## src/logic/canmc_defines.svh

```systemverilog
`ifndef CANMC_DEFINES_SVH
`define CANMC_DEFINES_SVH
// Transceiver mode codes, two bits
`define CANMC_MODE_OFF     2'h0
`define CANMC_MODE_WAKE    2'h1
`define CANMC_MODE_NORMAL  2'h2
`define CANMC_MODE_RXONLY  2'h3
// Supervisor operating mode codes
`define CANMC_SUP_NORMAL   3'h0
`define CANMC_SUP_STOP     3'h1
`define CANMC_SUP_SLEEP    3'h2
`define CANMC_SUP_RESTART  3'h3
`define CANMC_SUP_FAILSAFE 3'h4
// Timing, clock rate and filter times
`define CANMC_CLK_HZ       50000000
`define CANMC_EN_TIME_NS   10000
`define CANMC_WAKE1_NS     1000
`define CANMC_WAKE2_NS     500000
`define CANMC_EN_CYC       ((`CANMC_EN_TIME_NS * 50 + 999) / 1000)
`define CANMC_WAKE1_CYC    ((`CANMC_WAKE1_NS * 50 + 999) / 1000)
`define CANMC_WAKE2_CYC    ((`CANMC_WAKE2_NS * 50) / 1000)
`endif

```

## src/logic/canmc_pkg.sv

```systemverilog
package canmc_pkg;
   typedef logic [1:0] canmc_mode_t;
   typedef logic [2:0] canmc_sup_t;
   typedef enum logic [3:0] {
      WK_IDLE = 4'h1,
      WK_DOM1 = 4'h2,
      WK_REC  = 4'h4,
      WK_DOM2 = 4'h8
   } canmc_wk_e;
endpackage

```

## src/logic/canmc_wake_if.sv

```systemverilog
`timescale 1ns/1ps
interface canmc_wake_if;
   logic armed;
   logic bus_dom;
   logic wake;
   modport ctrl (output armed, output bus_dom, input wake);
   modport det  (input armed, input bus_dom, output wake);
endinterface

```

## src/logic/canmc_wake_det.sv

```systemverilog
`timescale 1ns/1ps
`include "canmc_defines.svh"
module canmc_wake_det #(
   parameter int W1_CYC = `CANMC_WAKE1_CYC,
   parameter int W2_CYC = `CANMC_WAKE2_CYC
) (
   input  wire logic clk_i,
   input  wire logic reset_i,
   input  wire logic ce_i,
   canmc_wake_if.det wif
);
   import canmc_pkg::*;
   localparam int CW = $clog2(W2_CYC + 2);
   canmc_wk_e       st_reg, st_next;
   logic [CW-1:0]   cnt_reg, cnt_next;
   logic            wake_reg, wake_next;

   // Two long dominant phases split by a short recessive gap
   always_comb begin
      st_next   = st_reg;
      cnt_next  = cnt_reg;
      wake_next = 1'b0;
      if (!wif.armed) begin
         st_next  = WK_IDLE;
         cnt_next = '0;
      end else begin
         unique case (st_reg)
            WK_IDLE: begin
               cnt_next = '0;
               if (wif.bus_dom) st_next = WK_DOM1;
            end
            WK_DOM1: begin
               if (!wif.bus_dom) begin
                  st_next  = (int'(cnt_reg) >= W1_CYC) ? WK_REC : WK_IDLE;
                  cnt_next = '0;
               end else if (int'(cnt_reg) < W1_CYC) begin
                  cnt_next = cnt_reg + 1'b1;
               end
            end
            WK_REC: begin
               if (wif.bus_dom) begin
                  st_next  = WK_DOM2;
                  cnt_next = '0;
               end else if (int'(cnt_reg) + 1 >= W2_CYC) begin
                  st_next  = WK_IDLE; // Gap too long
                  cnt_next = '0;
               end else begin
                  cnt_next = cnt_reg + 1'b1;
               end
            end
            WK_DOM2: begin
               if (!wif.bus_dom) begin
                  st_next  = WK_IDLE;
                  cnt_next = '0;
               end else if (int'(cnt_reg) >= W1_CYC) begin
                  wake_next = 1'b1; // Second phase long enough
                  st_next   = WK_IDLE;
                  cnt_next  = '0;
               end else begin
                  cnt_next = cnt_reg + 1'b1;
               end
            end
         endcase
      end
   end

   always_ff @(posedge clk_i) begin
      if (reset_i) begin
         st_reg   <= WK_IDLE;
         cnt_reg  <= '0;
         wake_reg <= 1'b0;
      end else if (ce_i) begin
         st_reg   <= st_next;
         cnt_reg  <= cnt_next;
         wake_reg <= wake_next;
      end
   end

   assign wif.wake = wake_reg & ce_i;
endmodule

```

## src/logic/canmc_top.sv

```systemverilog
// Contract
// After power-up the transceiver stays Off until software picks a mode.
// Off can be chosen in every supervisor mode and stops bus activity.
// In Off the bus pins are high impedance, no driver, no bias.
// In Off, bus wake messages are ignored and never recorded.
// Software enables Normal through the control port in supervisor Normal.
// Normal mode only while supervisor is in Normal or Stop.
// Normal and Receive Only bias the bus to half supply.
// Normal drives dominant for low transmit input, recessive for high.
// Controller keeps transmit high until the enable time has passed.
// Dominant begun before enable time ends is not driven; wait recessive.
// Receive output is low for dominant bus, high for recessive.
// Receive Only disables the driver while reception continues.
// Receive Only selectable in supervisor Normal or Stop.
// Path supports up to 2 Mbaud including fast data phase.
// Active mode comes from mode bits written through the control port.
// Wake Capable turns a valid bus wake message into a wake event.
// Wake needs two long dominant phases split by a short recessive gap.
// After a wake, receive output stays low until mode changes.
// Mode bits still read Wake Capable after wake; rearm by toggling.
// Mode field two bits; Off, Normal, Receive Only codes differ from Wake.
// Enable time counted by a timer started on entry to Normal.
`timescale 1ns/1ps
`include "canmc_defines.svh"
module canmc_top #(
   parameter int EN_CYC = `CANMC_EN_CYC,
   parameter int W1_CYC = `CANMC_WAKE1_CYC,
   parameter int W2_CYC = `CANMC_WAKE2_CYC
) (
   input  wire logic                  CLK_I,
   input  wire logic                  RESET_I,
   input  wire logic                  CE_I,
   input  wire canmc_pkg::canmc_mode_t MODE_WR_I,
   input  wire logic                  MODE_WE_I,
   input  wire canmc_pkg::canmc_sup_t SUP_MODE_I,
   input  wire logic                  CAN_TRANSMIT_INPUT_I,
   input  wire logic                  BUS_DOM_I,
   output      canmc_pkg::canmc_mode_t MODE_RD_O,
   output      logic                  RECEIVE_O,
   output      logic                  DRV_DOM_O,
   output      logic                  BIAS_HALF_O,
   output      logic                  BUS_HIZ_O,
   output      logic                  WAKE_EVENT_O,
   output      logic                  WOKEN_O
);
   import canmc_pkg::*;
   localparam int EW = $clog2(EN_CYC + 2);

   canmc_mode_t   mode_reg, mode_next;
   logic [EW-1:0] en_cnt_reg, en_cnt_next;
   logic          tx_ok_reg, tx_ok_next;
   logic          woken_reg, woken_next;
   logic          wake_ev_reg, wake_ev_next;
   logic          rx_reg, rx_next;
   logic          drv_reg, drv_next;
   logic          bus_s1_reg, bus_s2_reg, bus_s3_reg, bus_reg;
   logic          txd_reg;
   logic          mode_ok;
   canmc_wake_if  wif ();

   // Normal and Receive Only only under supervisor Normal or Stop
   function automatic logic active_allowed(input canmc_sup_t s);
      return (s == `CANMC_SUP_NORMAL) || (s == `CANMC_SUP_STOP);
   endfunction

   // Bus level synchroniser; changes accepted when stages two and three agree
   always_ff @(posedge CLK_I) begin
      if (RESET_I) begin
         bus_s1_reg <= 1'b0;
         bus_s2_reg <= 1'b0;
         bus_s3_reg <= 1'b0;
         bus_reg    <= 1'b0;
         txd_reg    <= 1'b1;
      end else if (CE_I) begin
         bus_s1_reg <= BUS_DOM_I;
         bus_s2_reg <= bus_s1_reg;
         bus_s3_reg <= bus_s2_reg;
         if (bus_s2_reg == bus_s3_reg) bus_reg <= bus_s3_reg;
         txd_reg    <= CAN_TRANSMIT_INPUT_I; // Controller shares this clock
      end
   end

   // Write legality check on the requested mode
   always_comb begin
      unique case (MODE_WR_I)
         `CANMC_MODE_NORMAL, `CANMC_MODE_RXONLY:
            mode_ok = active_allowed(SUP_MODE_I);
         default: mode_ok = 1'b1; // Off always allowed
      endcase
   end

   assign wif.armed   = (mode_reg == `CANMC_MODE_WAKE) && !woken_reg;
   assign wif.bus_dom = bus_reg;

   // Mode, enable timer, wake latch and data path next values
   always_comb begin
      mode_next    = mode_reg;
      en_cnt_next  = en_cnt_reg;
      tx_ok_next   = tx_ok_reg;
      woken_next   = woken_reg;
      wake_ev_next = 1'b0;
      if (MODE_WE_I && mode_ok) mode_next = MODE_WR_I;
      // Leaving supervisor Normal/Stop drops an active mode back to Off
      if (!active_allowed(SUP_MODE_I) &&
          (mode_next == `CANMC_MODE_NORMAL || mode_next == `CANMC_MODE_RXONLY))
         mode_next = `CANMC_MODE_OFF;
      if (mode_next != mode_reg) woken_next = 1'b0; // Toggle rearms
      if (wif.wake && wif.armed) begin // Late pulse after a mode change is dropped
         woken_next   = 1'b1; // Set wins: only cleared on mode change
         wake_ev_next = 1'b1;
      end
      if (mode_next == `CANMC_MODE_NORMAL && mode_reg != `CANMC_MODE_NORMAL) begin
         en_cnt_next = '0; // Timer restarts on entry
         tx_ok_next  = 1'b0;
      end else if (mode_reg == `CANMC_MODE_NORMAL) begin
         if (int'(en_cnt_reg) < EN_CYC) en_cnt_next = en_cnt_reg + 1'b1;
         // Arm only on a recessive level after the enable time
         if (int'(en_cnt_reg) >= EN_CYC && txd_reg) tx_ok_next = 1'b1;
      end else begin
         tx_ok_next = 1'b0;
      end
      // Driver: Normal mode only, direct low-latency path
      drv_next = (mode_reg == `CANMC_MODE_NORMAL) && tx_ok_reg && !txd_reg;
      // Receive: bus follow in Normal/RxOnly, low after wake
      unique case (mode_reg)
         `CANMC_MODE_NORMAL, `CANMC_MODE_RXONLY: rx_next = !bus_reg;
         `CANMC_MODE_WAKE: rx_next = !woken_reg;
         default: rx_next = 1'b1;
      endcase
   end

   // State registers; reset places the transceiver Off
   always_ff @(posedge CLK_I) begin
      if (RESET_I) begin
         mode_reg    <= `CANMC_MODE_OFF;
         en_cnt_reg  <= '0;
         tx_ok_reg   <= 1'b0;
         woken_reg   <= 1'b0;
         wake_ev_reg <= 1'b0;
         rx_reg      <= 1'b1;
         drv_reg     <= 1'b0;
      end else if (CE_I) begin
         mode_reg    <= mode_next;
         en_cnt_reg  <= en_cnt_next;
         tx_ok_reg   <= tx_ok_next;
         woken_reg   <= woken_next;
         wake_ev_reg <= wake_ev_next;
         rx_reg      <= rx_next;
         drv_reg     <= drv_next;
      end
   end

   canmc_wake_det #(
      .W1_CYC (W1_CYC),
      .W2_CYC (W2_CYC)
   ) u_wake (
      .clk_i   (CLK_I),
      .reset_i (RESET_I),
      .ce_i    (CE_I),
      .wif     (wif)
   );

   // Outputs; bias and hi-Z follow the mode register
   assign MODE_RD_O    = mode_reg; // Still reads Wake after wake
   assign RECEIVE_O    = rx_reg;
   assign DRV_DOM_O    = drv_reg;
   assign BIAS_HALF_O  = (mode_reg == `CANMC_MODE_NORMAL) ||
                         (mode_reg == `CANMC_MODE_RXONLY);
   assign BUS_HIZ_O    = (mode_reg == `CANMC_MODE_OFF);
   assign WAKE_EVENT_O = wake_ev_reg;
   assign WOKEN_O      = woken_reg;
endmodule

```

## config.mk

```make
export PLATFORM = sky130hd
export DESIGN_NAME = canmc_top
export DESIGN_NICKNAME = d
export VERILOG_FILES = /design/src/logic/canmc_pkg.sv /design/src/logic/canmc_wake_if.sv /design/src/logic/canmc_wake_det.sv /design/src/logic/canmc_top.sv
export VERILOG_INCLUDE_DIRS = /design/src /design/src/logic
export SDC_FILE = /design/constraint.sdc
export NUM_CORES = 1
export LEC_CHECK = 0
export ABC_CLOCK_PERIOD_IN_PS = 7750
export BUFFER_PORTS_ARGS = -buffer_cell sky130_fd_sc_hd__buf_2
export CAP_MARGIN = 15
export CELL_PAD_IN_SITES_DETAIL_PLACEMENT = 1
export CELL_PAD_IN_SITES_GLOBAL_PLACEMENT = 1
export CORE_ASPECT_RATIO = 0.5
export CORE_MARGIN = 2
export CORE_UTILIZATION = 48
export DETAILED_ROUTE_END_ITERATION = 8
export MAX_ROUTING_LAYER = met4
export PLACE_DENSITY = 0.95
export SYNTH_ARGS = -nofsm -noshare
export SYNTH_HDL_FRONTEND = slang
export SYNTH_SLANG_ARGS = --single-unit
```

## constraint.sdc

```tcl
create_clock -name CLK_I -period 7.75 [get_ports CLK_I]
set_clock_uncertainty 0.05 [all_clocks]
set_input_delay 0.3875 -clock CLK_I [delete_from_list [all_inputs] [get_ports CLK_I]]
set_output_delay 0.3875 -clock CLK_I [all_outputs]
set_load 0.02 [all_outputs]
```

**Word level (Yosys, flattened, before mapping)**

Cells that the tools add are included.

- Multipliers: 0
- Add/sub/neg operators: 3
- Eq/ne operators: 22
- Multiplexer cells: 34
- Div/mod/pow operators: 0
- Bitwise gates (word level): 1
- Shift-type cells: 0
- Reduce and logical (&&, ||, !) cells: 28
- Magnitude comparators: 5

Operator list:

| kind | count |
|---|---|
| $mux W15 | 7 |
| $pmux W15 S4 | 1 |
| $ge A32 B16 Y1 const B | 1 |
| $mux W4 | 7 |
| $mux W9 | 3 |
| $add A15 B1 Y16 const B | 1 |
| $pmux W4 S4 | 1 |
| $add A15 B1 Y15 const B | 1 |
| $ge A15 B6 Y1 const B | 1 |
| $lt A15 B6 Y1 const B | 1 |
| $eq A2 B2 Y1 const B | 7 |
| $ne A4 B4 Y1 const B | 3 |
| $mux W1 | 11 |
| $add A9 B1 Y9 const B | 1 |
| $ge A9 B9 Y1 const B | 1 |
| $lt A9 B9 Y1 const B | 1 |
| $logic_and A1 B1 Y1 | 8 |
| $reduce_and A2 Y1 | 4 |
| $ne A3 B3 Y1 const B | 2 |
| $reduce_bool A2 Y1 | 3 |
| $reduce_and A5 Y1 | 1 |
| $eq A4 B1 Y1 const B | 1 |
| $eq A4 B2 Y1 const B | 1 |
| $eq A4 B3 Y1 const B | 1 |
| 17 further kinds | 24 |

- Memories kept: 0
- Bits in latches: 0
- Bits of input ports: 11
- RAM bits: 0
- Output and inout port bits: 8
- Logic and storage cells: 108
- Bits in read-only memories: 0
- Register bits: 41

**Longest topological paths before layout**

Gate-level depths: netlist of run 1.

- Depth after elaboration: 13
- Mapped depth: 10
- Depth with buffers taken out: 9

**Cells and area by module**

From an unflattened synthesis of run 1, not the netlist that was laid out.

- Cells, all modules: 343
- Area total of the unflattened synthesis: 2657.5 um^2

Modules (own cells, without submodules):

| module | area each (um^2) | times used | sequential area each (um^2) | cells each |
|---|---|---|---|---|
| canmc_wake_det | 1508.9 | 1 | 400.4 | 213 |
| canmc_top | 1148.6 | 1 | 420.4 | 130 |

**Least setup slack after synthesis of run 1**

No wires, ideal clock.

- Path type: flip-flop to flip-flop
- From: register u_wake.cnt_reg[1]
- To: register u_wake.st_reg[0]
- Clock period less this slack: 2.497 ns
- Setup slack: 5.253 ns
- Arrival time: 2.327 ns
- Library setup time: 0.120 ns
- Path buffers: 0
- Required time: 7.580 ns
- Stages on the path, launching flop included: 9
- Path through: dfxtp_1 ha_1 nand3_2 nor4_1 o21ai_1 a222oi_1 o2111ai_1 and3_1 a211o_1

- Cells in the longest elaborated chain, start to end: 5
- Elaborated cells on any way between the ends: 10
- Those cells by class: 1 x add/sub; 2 x order compare; 2 x eq/ne; 4 x mux; 1 x reduce/logical

RTL lines:

| element | line | source |
|---|---|---|
| start: declaration | canmc_wake_det.sv:15 | `logic [CW-1:0] cnt_reg, cnt_next;` |
| start signal: assignment | canmc_wake_det.sv:74 | `cnt_reg <= cnt_next;` |
| parallel branches: the longest is 5 deep, another holds $ge A32 B16 Y1 | n/a |  |
| end signal: assignment | canmc_wake_det.sv:73 | `st_reg <= st_next;` |
| end: declaration | canmc_wake_det.sv:14 | `canmc_wk_e st_reg, st_next;` |

Parallel ways; which one is timed is not known. The select of a mux whose other input is x is not followed.
A chain may end at the register's enable or synchronous reset.

**Worst setup path in the final report of run 1**

- From: register u_wake.cnt_reg[1]
- To: register u_wake.cnt_reg[6]

- Cells in the longest elaborated chain, start to end: 6
- Elaborated cells on any way between the ends: 15
- Those cells by class: 2 x add/sub; 3 x order compare; 1 x eq/ne; 8 x mux; 1 x reduce/logical

RTL lines:

| element | line | source |
|---|---|---|
| $add A15 B1 Y16 | canmc_wake_det.sv:44 | `end else if (int'(cnt_reg) + 1 >= W2_CYC) begin` |
| $ge A32 B16 Y1 | canmc_wake_det.sv:44 |  |
| $mux W15 | canmc_wake_det.sv:44 |  |
| $mux W15 | canmc_wake_det.sv:41 | `if (wif.bus_dom) begin` |
| $pmux W15 S4 | canmc_wake_det.sv:27 | `unique case (st_reg)` |
| $mux W15 | canmc_wake_det.sv:23 | `if (!wif.armed) begin` |

Several ways; a longest one is shown, not always the timed one. The select of a mux whose other input is x is not followed.

==> reports/metrics.cfg, run 1 <==
[outcome]
status=completed

[floorplan]
fp.coreArea_sq_um=4950
num_rows=18
ios=19
fp.dieH_microns=54.9
dieArea_sq_um=5810
fp.dieW_microns=106
start_util_pct=50.3

[clock_network]
htree_levels=2
numCtsBuffers=5
clkTransAtPathRegs_ps=100
insertion_delay_ps=320
post-cts-setup-buffers=0
ctsRootBufferMaster=clkbuf_8
cts_resized=0
cts_tree=done
cts_max_path_buffers=2
postCtsHoldBufs=0
cts_sinks=41

[sta]
setup_violations=0
slew_viol_final=0
finalSetupTns_ps=0
tightest_slew_ps=1140
hold_viol_final=0
period_minus_slack_ps=3330
rsz0062_at_grt=no
fin_hold_ws_ps=243
slew_headroom_pct=23.2
clock.fmax_mhz=300
finalCritPeriodShare_pct=43.0

[yosys]
synthFlopType=dfxtp_1
avgSynthCellArea_sq_um=7.55
syn_inst=330
netlist-cell-type-count=54
synth_seq_area_share_pct=33.0
yosysWarnings=0
ys_async_sr_fraction_pct=0
syn_nets=345
synth-seq-cells=41
netlist_area_sq_um=2490
synth_edf_count=0

[worst_setup_path]
timing.reg2reg.setup_slack_ps=4420
arrival_ps=3520
crit_path_max_fanout=26
required_ps=7940
r2r-start=u_wake.cnt_reg[1]
worstSetupPathType=reg2reg
startpoint_type=flip-flop
r2r-end=u_wake.cnt_reg[6]
r2r_cells=8
endpoint_kind=flip-flop

[placement]
io_buffers=17
place_congestion=0.902
dpl.hpwl_mm=4.97

[pwr]
powerDensity_nw_per_um2=162
power_mw=0.429
p_leak_nw=0.885
vdd_drop_max_mv=0.108

[flow_run]
cap_violations=0

[detailed_routing]
routed_wl_mm=8.26
drtIter0Drc=176
first_pass_iters=5
ant_nets=0
dr_total_vias=2726
vias_per_cell=6.85
remaining_drc_errors=0
routedWlPerCell_microns=20.7

[grt]
grt_max_degree=36
grt-ovfl-total=0
grt_pass1_vias=2620
antenna_found_initial=0
grt_pass1_wl_mm=12.7
grt_util_all_layers_pct=29.7

[worst_hold_path]
min_from=CAN_TRANSMIT_INPUT_I
min_path_cells=2
hold_end=txd_reg
hp-class=in2reg

[cells_and_area]
largest_reg_flops=15
drive_above_1_share_pct=9.15
area_growth_syn_to_layout_pct=6.63
n_antenna_cell=0
layout.nets=342

## critical path, stage by stage, from the launching register on
cell and delay [ps]:
dfxtp_1 490, ha_1 350, and3_1 330, nand4_1 200, xor2_1 190, o2111ai_1 260, o21ai_2 890, o211ai_1 250
a21oi_1 250
## cells in the mapped netlist, types with 2 or more instances
master      n  share of area [%]
dfxtp_1    41                 33
nand2_1    37                5.6
nor2_1     33                5.0
nand4_1    23                5.8
clkbuf_1   19                2.9
a21oi_1    17                3.4
nand3_1    16                3.2
nor3_1     15                3.0
a31oi_1    12                3.0
o21ai_0    12                2.4
o2111ai_1   7                2.5
and3_1      6                1.5
xor2_1      6                2.1
buf_2       5                1.0
inv_1       5               0.75
mux2i_1     5                2.0
nor4_1      5                1.3
a211oi_1    4                1.2
and2_1      4                1.0
ha_1        4                2.0
o211ai_1    4                1.2
a211o_1     3                1.1
nand2b_1    3               0.75
nand4b_1    3                1.1
nor2b_1     3               0.75
a41oi_1     2               0.70
and4_1      2               0.70
buf_4       2               0.60
nand3_2     2               0.80
nor3b_1     2               0.60
o21a_1      2               0.60
o31ai_1     2               0.60
or3_1       2               0.50
xnor2_1     2               0.70
## metrics by stage
step,utilization [%],area (sq um),instances,setup slack (ps)
after global routing,53.6,2660,398,4240
after CTS,53.6,2660,398,4550
final,53.6,2660,398,4420
after floorplan,-,2490,330,5250
after detailed placement,51.3,2540,390,4680
after global placement,51.3,2540,390,4830
## layout by cell type (no fill, tap or decap), drive strengths merged, types with 2 or more instances in the layout
cell	netlist	routed
a211oi	4	4
and3	6	6
nor3b	2	2
clkinv	1	2
buf	9	18
xor2	6	6
o21ai	14	14
o2111ai	7	7
a211o	3	3
nor2b	3	3
clkbuf	19	6
nand3	18	18
a21oi	17	17
xnor2	2	2
o21a	2	2
o31ai	2	2
dfxtp	41	41
and4	2	2
nand2	37	37
nand4b	3	3
nor3	15	15
o211ai	4	4
ha	4	4
a31oi	12	12
nor2	33	33
or3	2	2
mux2i	5	5
nor4	5	5
and2	4	4
nand2b	3	3
inv	5	5
a41oi	2	2
nand4	23	23
## kinds of logic (layout without fill, tap and decap cells)
family / Yosys count / after routing / synth area share, %
compound gates: 77 / 77 / 20.9
xor+xnor: 8 / 8 / 2.81
fa+ha+maj: 4 / 4 / 2.01
buf+inv: 34 / 32 / 5.98
flops: 41 / 41 / 33.0
mux: 5 / 5 / 2.01
simple gates: 161 / 161 / 33.4
## worst max-delay path by stage
stage                                 start            endpoint  slack (ps)  cells after the start
after global routing      u_wake.cnt_reg[1]  u_wake.cnt_reg[11]        4240                      8
after CTS                 u_wake.cnt_reg[1]   u_wake.cnt_reg[6]        4550                      8
after global placement    u_wake.cnt_reg[1]  u_wake.cnt_reg[13]        4830                      8
after detailed placement  u_wake.cnt_reg[1]   u_wake.cnt_reg[2]        4680                      8
final                     u_wake.cnt_reg[1]   u_wake.cnt_reg[6]        4420                      8
after floorplan           u_wake.cnt_reg[1]    u_wake.st_reg[0]        5250                      8
## report_power, final
group | internal [mW] | total (mW) | switching (mW)
Combinational | 0.00931 | 0.0294 | 0.0201
Clock | 0.0969 | 0.184 | 0.0872
Sequential | 0.213 | 0.216 | 0.00308
Total | 0.319 | 0.429 | 0.110
## layout make-up
cell class	count	area, sq um
clock buffer	6	72.6
clock inverter	2	38.8
fill	619	2300
inverter	6	22.5
multi-input combinational	255	1520
sequential	41	821
tap	70	87.6
timing repair buffer	18	92.6
## layer usage
| layer | vias to the layer above | part of all wire [%] | track usage [%] |
|---|---|---|---|
| li1 | 1225 | - | - |
| met1 | 1315 | 41 | 32.7 |
| met2 | 133 | 49 | 53.2 |
| met3 | 53 | 5.5 | 6.09 |
| met4 | 0 | 4.4 | 16.7 |
| met5 | - | 0 | - |
No activity file was read; power rests on OpenSTA's default activity.
==> inputs of run 2 (changes only) <==
ABC_CLOCK_PERIOD_IN_PS = 3100   (was 7750)
CORE_UTILIZATION = 44   (was 48)
PLACE_DENSITY = 0.89   (was 0.95)
clock period = 3.1 ns   (was 7.75 ns; I/O delays follow)
==> run 2 against run 1 <==
Net effect: sequential power increased to 2.5 times the previous value; sequential share of layout area decreased by 1.4 points; clock power increased to 2.9 times the previous value; total power increased to 2.7 times the previous value; fmax increased by 11%; critical path depth increased by 1; utilization decreased by 2.8 points; register-to-register slack got worse by 4300 ps; cell count increased by 2.5%; final area increased by 4.7%; largest cell class unchanged.
==> reports/metrics.cfg, run 2 (same netlist as run 1, synthesis figures left out) <==
[cells_and_area]
largest_reg_flops=15  ; unchanged
area_growth_syn_to_layout_pct=11.6  ; was 6.63%
seq_area_sq_um=821  ; unchanged
nFillCells=706  ; was 619
fin_area_sq_um=2780  ; was 2660 sq um
layout_commonest_cell=dfxtp_1  ; unchanged
layout.nets=349  ; was 342
fin_cells=408  ; was 398
fin_util_pct=50.8  ; was 53.6%
final_cell_mix=dfxtp_1, nand2_1, nor2_1  ; unchanged
drive_above_1_share_pct=11.3  ; was 9.15%
multi_input_area_sq_um=1550  ; was 1520 sq um
n_antenna_cell=0  ; unchanged

[detailed_routing]
remaining_drc_errors=0  ; unchanged
routed_wl_mm=7.79  ; was 8.26 mm
drtIter0Drc=152  ; was 176
routedWlPerCell_microns=19.1  ; was 20.7 microns
ant_nets=0  ; unchanged
vias_per_cell=6.50  ; was 6.85
first_pass_iters=4  ; was 5
dr_total_vias=2652  ; was 2726

[pwr]
p_leak_nw=0.935  ; was 0.885 nW
vdd_drop_max_mv=0.250  ; was 0.108 mV
powerDensity_nw_per_um2=411  ; was 162 nW/um^2

[worst_setup_path]
startpoint_type=flip-flop  ; unchanged
required_ps=3230  ; was 7940 ps
timing.reg2reg.setup_slack_ps=110  ; was 4420 ps
arrival_ps=3130  ; was 3520 ps
r2r-end=u_wake.st_reg[0]  ; was u_wake.cnt_reg[6]
crit_start=u_wake.cnt_reg[1]  ; unchanged
worstSetupPathType=reg2reg  ; unchanged
r2r-start=u_wake.cnt_reg[1]  ; unchanged
cp-endpoint=u_wake.st_reg[0]  ; was u_wake.cnt_reg[6]
r2r_cells=9  ; was 8
crit_path_max_fanout=9  ; was 26
endpoint_kind=flip-flop  ; unchanged

[grt]
antenna_found_initial=0  ; unchanged
grt_pass1_vias=2544  ; was 2620
grt_util_all_layers_pct=26.0  ; was 29.7%
grt_pass1_wl_mm=12.4  ; was 12.7 mm
grt-ovfl-total=0  ; unchanged
grt_max_degree=36  ; unchanged

[clock_network]
ctsRootBufferMaster=clkbuf_16  ; was clkbuf_8
htree_levels=2  ; unchanged
numCtsBuffers=5  ; unchanged
cts_max_path_buffers=2  ; unchanged
cts_tree=done  ; unchanged
clkTransAtPathRegs_ps=60  ; was 100 ps
insertion_delay_ps=290  ; was 320 ps
postCtsHoldBufs=0  ; unchanged
cts_sinks=41  ; unchanged

[placement]
dpl.hpwl_mm=4.97  ; about the same
dp_cells=395  ; was 390
place_area_sq_um=2560  ; was 2540 sq um
place_congestion=0.854  ; was 0.902
io_buffers=17  ; unchanged

[floorplan]
fp.dieW_microns=110  ; was 106 microns
start_util_pct=45.5  ; was 50.3%
fp.coreArea_sq_um=5470  ; was 4950 sq um
dieArea_sq_um=6310  ; was 5810 sq um
num_rows=19  ; was 18
fp.dieH_microns=57.2  ; was 54.9 microns
ios=19  ; unchanged

[worst_hold_path]
hp-class=in2reg  ; unchanged
min_path_cells=2  ; unchanged

[sta]
hold_viol_final=0  ; unchanged
setup_violations=0  ; unchanged
slew_headroom_pct=39.2  ; was 23.2%
tightest_slew_ps=899  ; was 1140 ps
finalCritPeriodShare_pct=96.6  ; was 43.0%
period_minus_slack_ps=2990  ; was 3330 ps
slew_viol_final=0  ; unchanged
clock.fmax_mhz=334  ; was 300 MHz

[flow_run]
cap_violations=0  ; unchanged

[outcome]
status=completed  ; unchanged

[run 2: worst min-delay path by stage]
stage / startpoint / end
after floorplan: CAN_TRANSMIT_INPUT_I / txd_reg
after global routing: CAN_TRANSMIT_INPUT_I / txd_reg
after detailed placement: CAN_TRANSMIT_INPUT_I / txd_reg
after CTS: CAN_TRANSMIT_INPUT_I / txd_reg
final: CAN_TRANSMIT_INPUT_I / txd_reg
after global placement: CAN_TRANSMIT_INPUT_I / txd_reg
[run 2: timing repair]
action                                 4_1_cts  5_1_grt
pin swaps                                    1        2
setup endpoints to repair                    2       19
setup buffers                                0        4
endpoints found under the hold margin        0        0
gates resized for setup                      2        1
gates cloned                                 0        1
[run 2: where the power goes]
part | switching, mW | leakage, nW | internal (mW)
sequential | 0.00816 | 0.331 | 0.532
combinational | 0.0494 | 0.540 | 0.0246
clock | 0.230 | 0.0631 | 0.299
[run 2: critical path: stages (launching register included)]
cell and delay, ps:
dfxtp_1 470, ha_1 320, nand3_2 220, nor4_1 370, o21ai_1 130, a222oi_1 360, buf_4 240, o2111ai_2 200
and3_1 250, a211o_1 260
[run 2: per-layer routing]
layer / vias up / share of wire, % / track usage (%)
met5: - / 0 / -
met2: 79 / 50 / 44.4
met3: 21 / 4.6 / 5.94
met4: 0 / 2.2 / 8.39
li1: 1237 / - / -
met1: 1315 / 44 / 30.6
[run 2: area by class of cell]
type	instances	area share [%]
sequential	41	29.5
clock buffer	6	4.64
inverter	6	0.810
clock inverter	2	0.540
tap	73	3.29
timing repair buffer	24	5.40
multi-input combinational	256	55.8
[run 2: stage by stage]
step | power [mW] | TNS (ps) | hold slack [ps] | setup slack (ps)
2_1_floorplan | 0.600 | 0 | 227 | 603
3_3_place_gp | 0.618 | 0 | 315 | 209
3_5_place_dp | 0.624 | -41.7 | 324 | -41.7
4_1_cts | 1.14 | 0 | 26.3 | 14.1
5_1_grt | 1.17 | -330 | 26.3 | -157
6_report | 1.14 | 0 | 17.2 | 106
==> inputs of run 3 (changes only) <==
CORE_UTILIZATION = 46   (was 44)
CTS_BUF_LIST = sky130_fd_sc_hd__clkbuf_4   (was default)
PLACE_DENSITY = 0.92   (was 0.89)
==> run 3 against run 2 <==
Net effect: total power down 21%; largest power group unchanged; setup slack better by 130 ps; critical path type unchanged; register-to-register slack gained 130 ps; global-route usage decreased by 1.5 points; fmax grew 4.7%; die area shrank 4.1%; sequential power hardly changed; wire length decreased by 10%.
==> reports/metrics.cfg, run 3 (same netlist as run 1, synthesis figures left out) <==
[cells_and_area]
nFillCells=652  ; was 706
area_growth_syn_to_layout_pct=6.53  ; was 11.6%
seq_area_sq_um=821  ; unchanged
fin_area_sq_um=2650  ; was 2780 sq um
largest_reg_flops=15  ; unchanged
drive_above_1_share_pct=10.5  ; was 11.3%
multi_input_area_sq_um=1520  ; was 1550 sq um
layout.nets=348  ; was 349
n_antenna_cell=0  ; unchanged
layout_commonest_cell=dfxtp_1  ; unchanged
final_cell_mix=dfxtp_1, nand2_1, nor2_1  ; unchanged
fin_util_pct=52.3  ; was 50.8%

[sta]
fin_ws_ps=239  ; was 106 ps
tightest_slew_ps=884  ; was 899 ps
finalCritPeriodShare_pct=92.3  ; was 96.6%
setup_violations=0  ; unchanged
clock.fmax_mhz=350  ; was 334 MHz
slew_headroom_pct=40.2  ; was 39.2%
period_minus_slack_ps=2860  ; was 2990 ps
hold_viol_final=0  ; unchanged
slew_viol_final=0  ; unchanged
finalSetupTns_ps=0  ; unchanged
rsz0062_at_grt=no

[detailed_routing]
drtIter0Drc=92  ; was 152
remaining_drc_errors=0  ; unchanged
vias_per_cell=6.22  ; was 6.50
ant_nets=0  ; unchanged
routedWlPerCell_microns=17.4  ; was 19.1 microns
dr_total_vias=2511  ; was 2652
routed_wl_mm=7.01  ; was 7.79 mm
first_pass_iters=4  ; unchanged

[floorplan]
num_rows=18  ; was 19
ios=19  ; unchanged
dieArea_sq_um=6050  ; was 6310 sq um
start_util_pct=49.1  ; was 45.5%
fp.dieW_microns=108  ; was 110 microns
fp.dieH_microns=56.0  ; was 57.2 microns
fp.coreArea_sq_um=5070  ; was 5470 sq um

[outcome]
status=completed  ; unchanged

[worst_setup_path]
arrival_ps=3080  ; was 3130 ps
crit_path_max_fanout=8  ; was 9
startpoint_type=flip-flop  ; unchanged
worstSetupPathType=reg2reg  ; unchanged
required_ps=3320  ; was 3230 ps
endpoint_kind=flip-flop  ; unchanged

[clock_network]
clkTransAtPathRegs_ps=140  ; was 60 ps
htree_levels=2  ; unchanged
cts_max_path_buffers=2  ; unchanged
postCtsHoldBufs=2  ; was 0
insertion_delay_ps=370  ; was 290 ps
numCtsBuffers=5  ; unchanged
ctsRootBufferMaster=clkbuf_4  ; was clkbuf_16
cts_sinks=41  ; unchanged
cts_resized=0  ; was 2
post-cts-setup-buffers=0  ; unchanged
cts_tree=done  ; unchanged

[pwr]
p_leak_nw=0.890  ; was 0.935 nW
vdd_drop_max_mv=0.217  ; was 0.250 mV
powerDensity_nw_per_um2=342  ; was 411 nW/um^2

[grt]
grt_pass1_vias=2465  ; was 2544
antenna_found_initial=0  ; unchanged
grt_pass1_wl_mm=11.8  ; was 12.4 mm
grt-ovfl-total=0  ; unchanged
grt_util_all_layers_pct=24.6  ; was 26.0%
grt_max_degree=36  ; unchanged

[placement]
dpl.hpwl_mm=4.96  ; was 4.97 mm
place_ws_ps=319  ; was -41.7 ps
place_area_sq_um=2570  ; was 2560 sq um
place_congestion=0.877  ; was 0.854
io_buffers=17  ; unchanged

[flow_run]
cap_violations=0  ; unchanged

[worst_hold_path]
hp-class=in2reg  ; unchanged

run 3: cell types whose count changed in the layout (fill, tap and decap cells not counted), sizes merged:
cell         previous run  this run
clkbuf                  6         5
inv                     5         6
dlygate4sd3             0         2
o21ai                  15        14
buf                    24        22
clkinvlp                2         1
clkinv                  1         2
run 3: path summary, 6_finish.rpt:
check,slack [ps],end,depth (start not counted),from
max reg2reg,240,u_wake.st_reg[0],8,u_wake.cnt_reg[1]
min,170,MODE_RD_O[1],4,SUP_MODE_I[1]
max,240,u_wake.st_reg[0],8,u_wake.cnt_reg[1]
min reg2reg,440,RECEIVE_O,1,RECEIVE_O
run 3: cell type report:
type	count	area share, %
flip-flops and latches	41	30.9
clock inverters	3	0.802
well taps	70	3.30
clock buffers	5	1.42
inverters	6	0.849
repair buffers	24	5.38
multi-input cells	255	57.3
run 3: layer usage:
| layer | vias to the layer above | part of all wire, % | track usage, % |
|---|---|---|---|
| met5 | - | 0 | - |
| met1 | 1212 | 45 | 30.0 |
| met4 | 0 | 1.7 | 6.04 |
| met2 | 49 | 50 | 42.1 |
| met3 | 15 | 3.5 | 4.68 |
| li1 | 1235 | - | - |
run 3: report_power, final:
group | internal (mW) | switching, mW
sequential | 0.533 | 0.00744
clock | 0.0900 | 0.203
combinational | 0.0258 | 0.0481
total | 0.648 | 0.258
run 3: worst max-delay path, cell delays in order, from the launching register on:
cell and delay, ps:
dfxtp_1 490, ha_1 320, nand3_2 110, nor4_1 310, o21ai_1 120, a222oi_1 520, o2111ai_1 320, and3_1 260
a211o_1 260
run 3: per-stage QoR:
| step | hold WS (ps) | power, mW | std cells |
|---|---|---|---|
| 5_1_grt | 185 | 0.942 | 404 |
| 6_report | 169 | 0.907 | 404 |
| 3_3_place_gp | 314 | 0.618 | 394 |
| 3_5_place_dp | 319 | 0.623 | 394 |
| 4_1_cts | 164 | 0.911 | 404 |
| 2_1_floorplan | 227 | 0.600 | 330 |
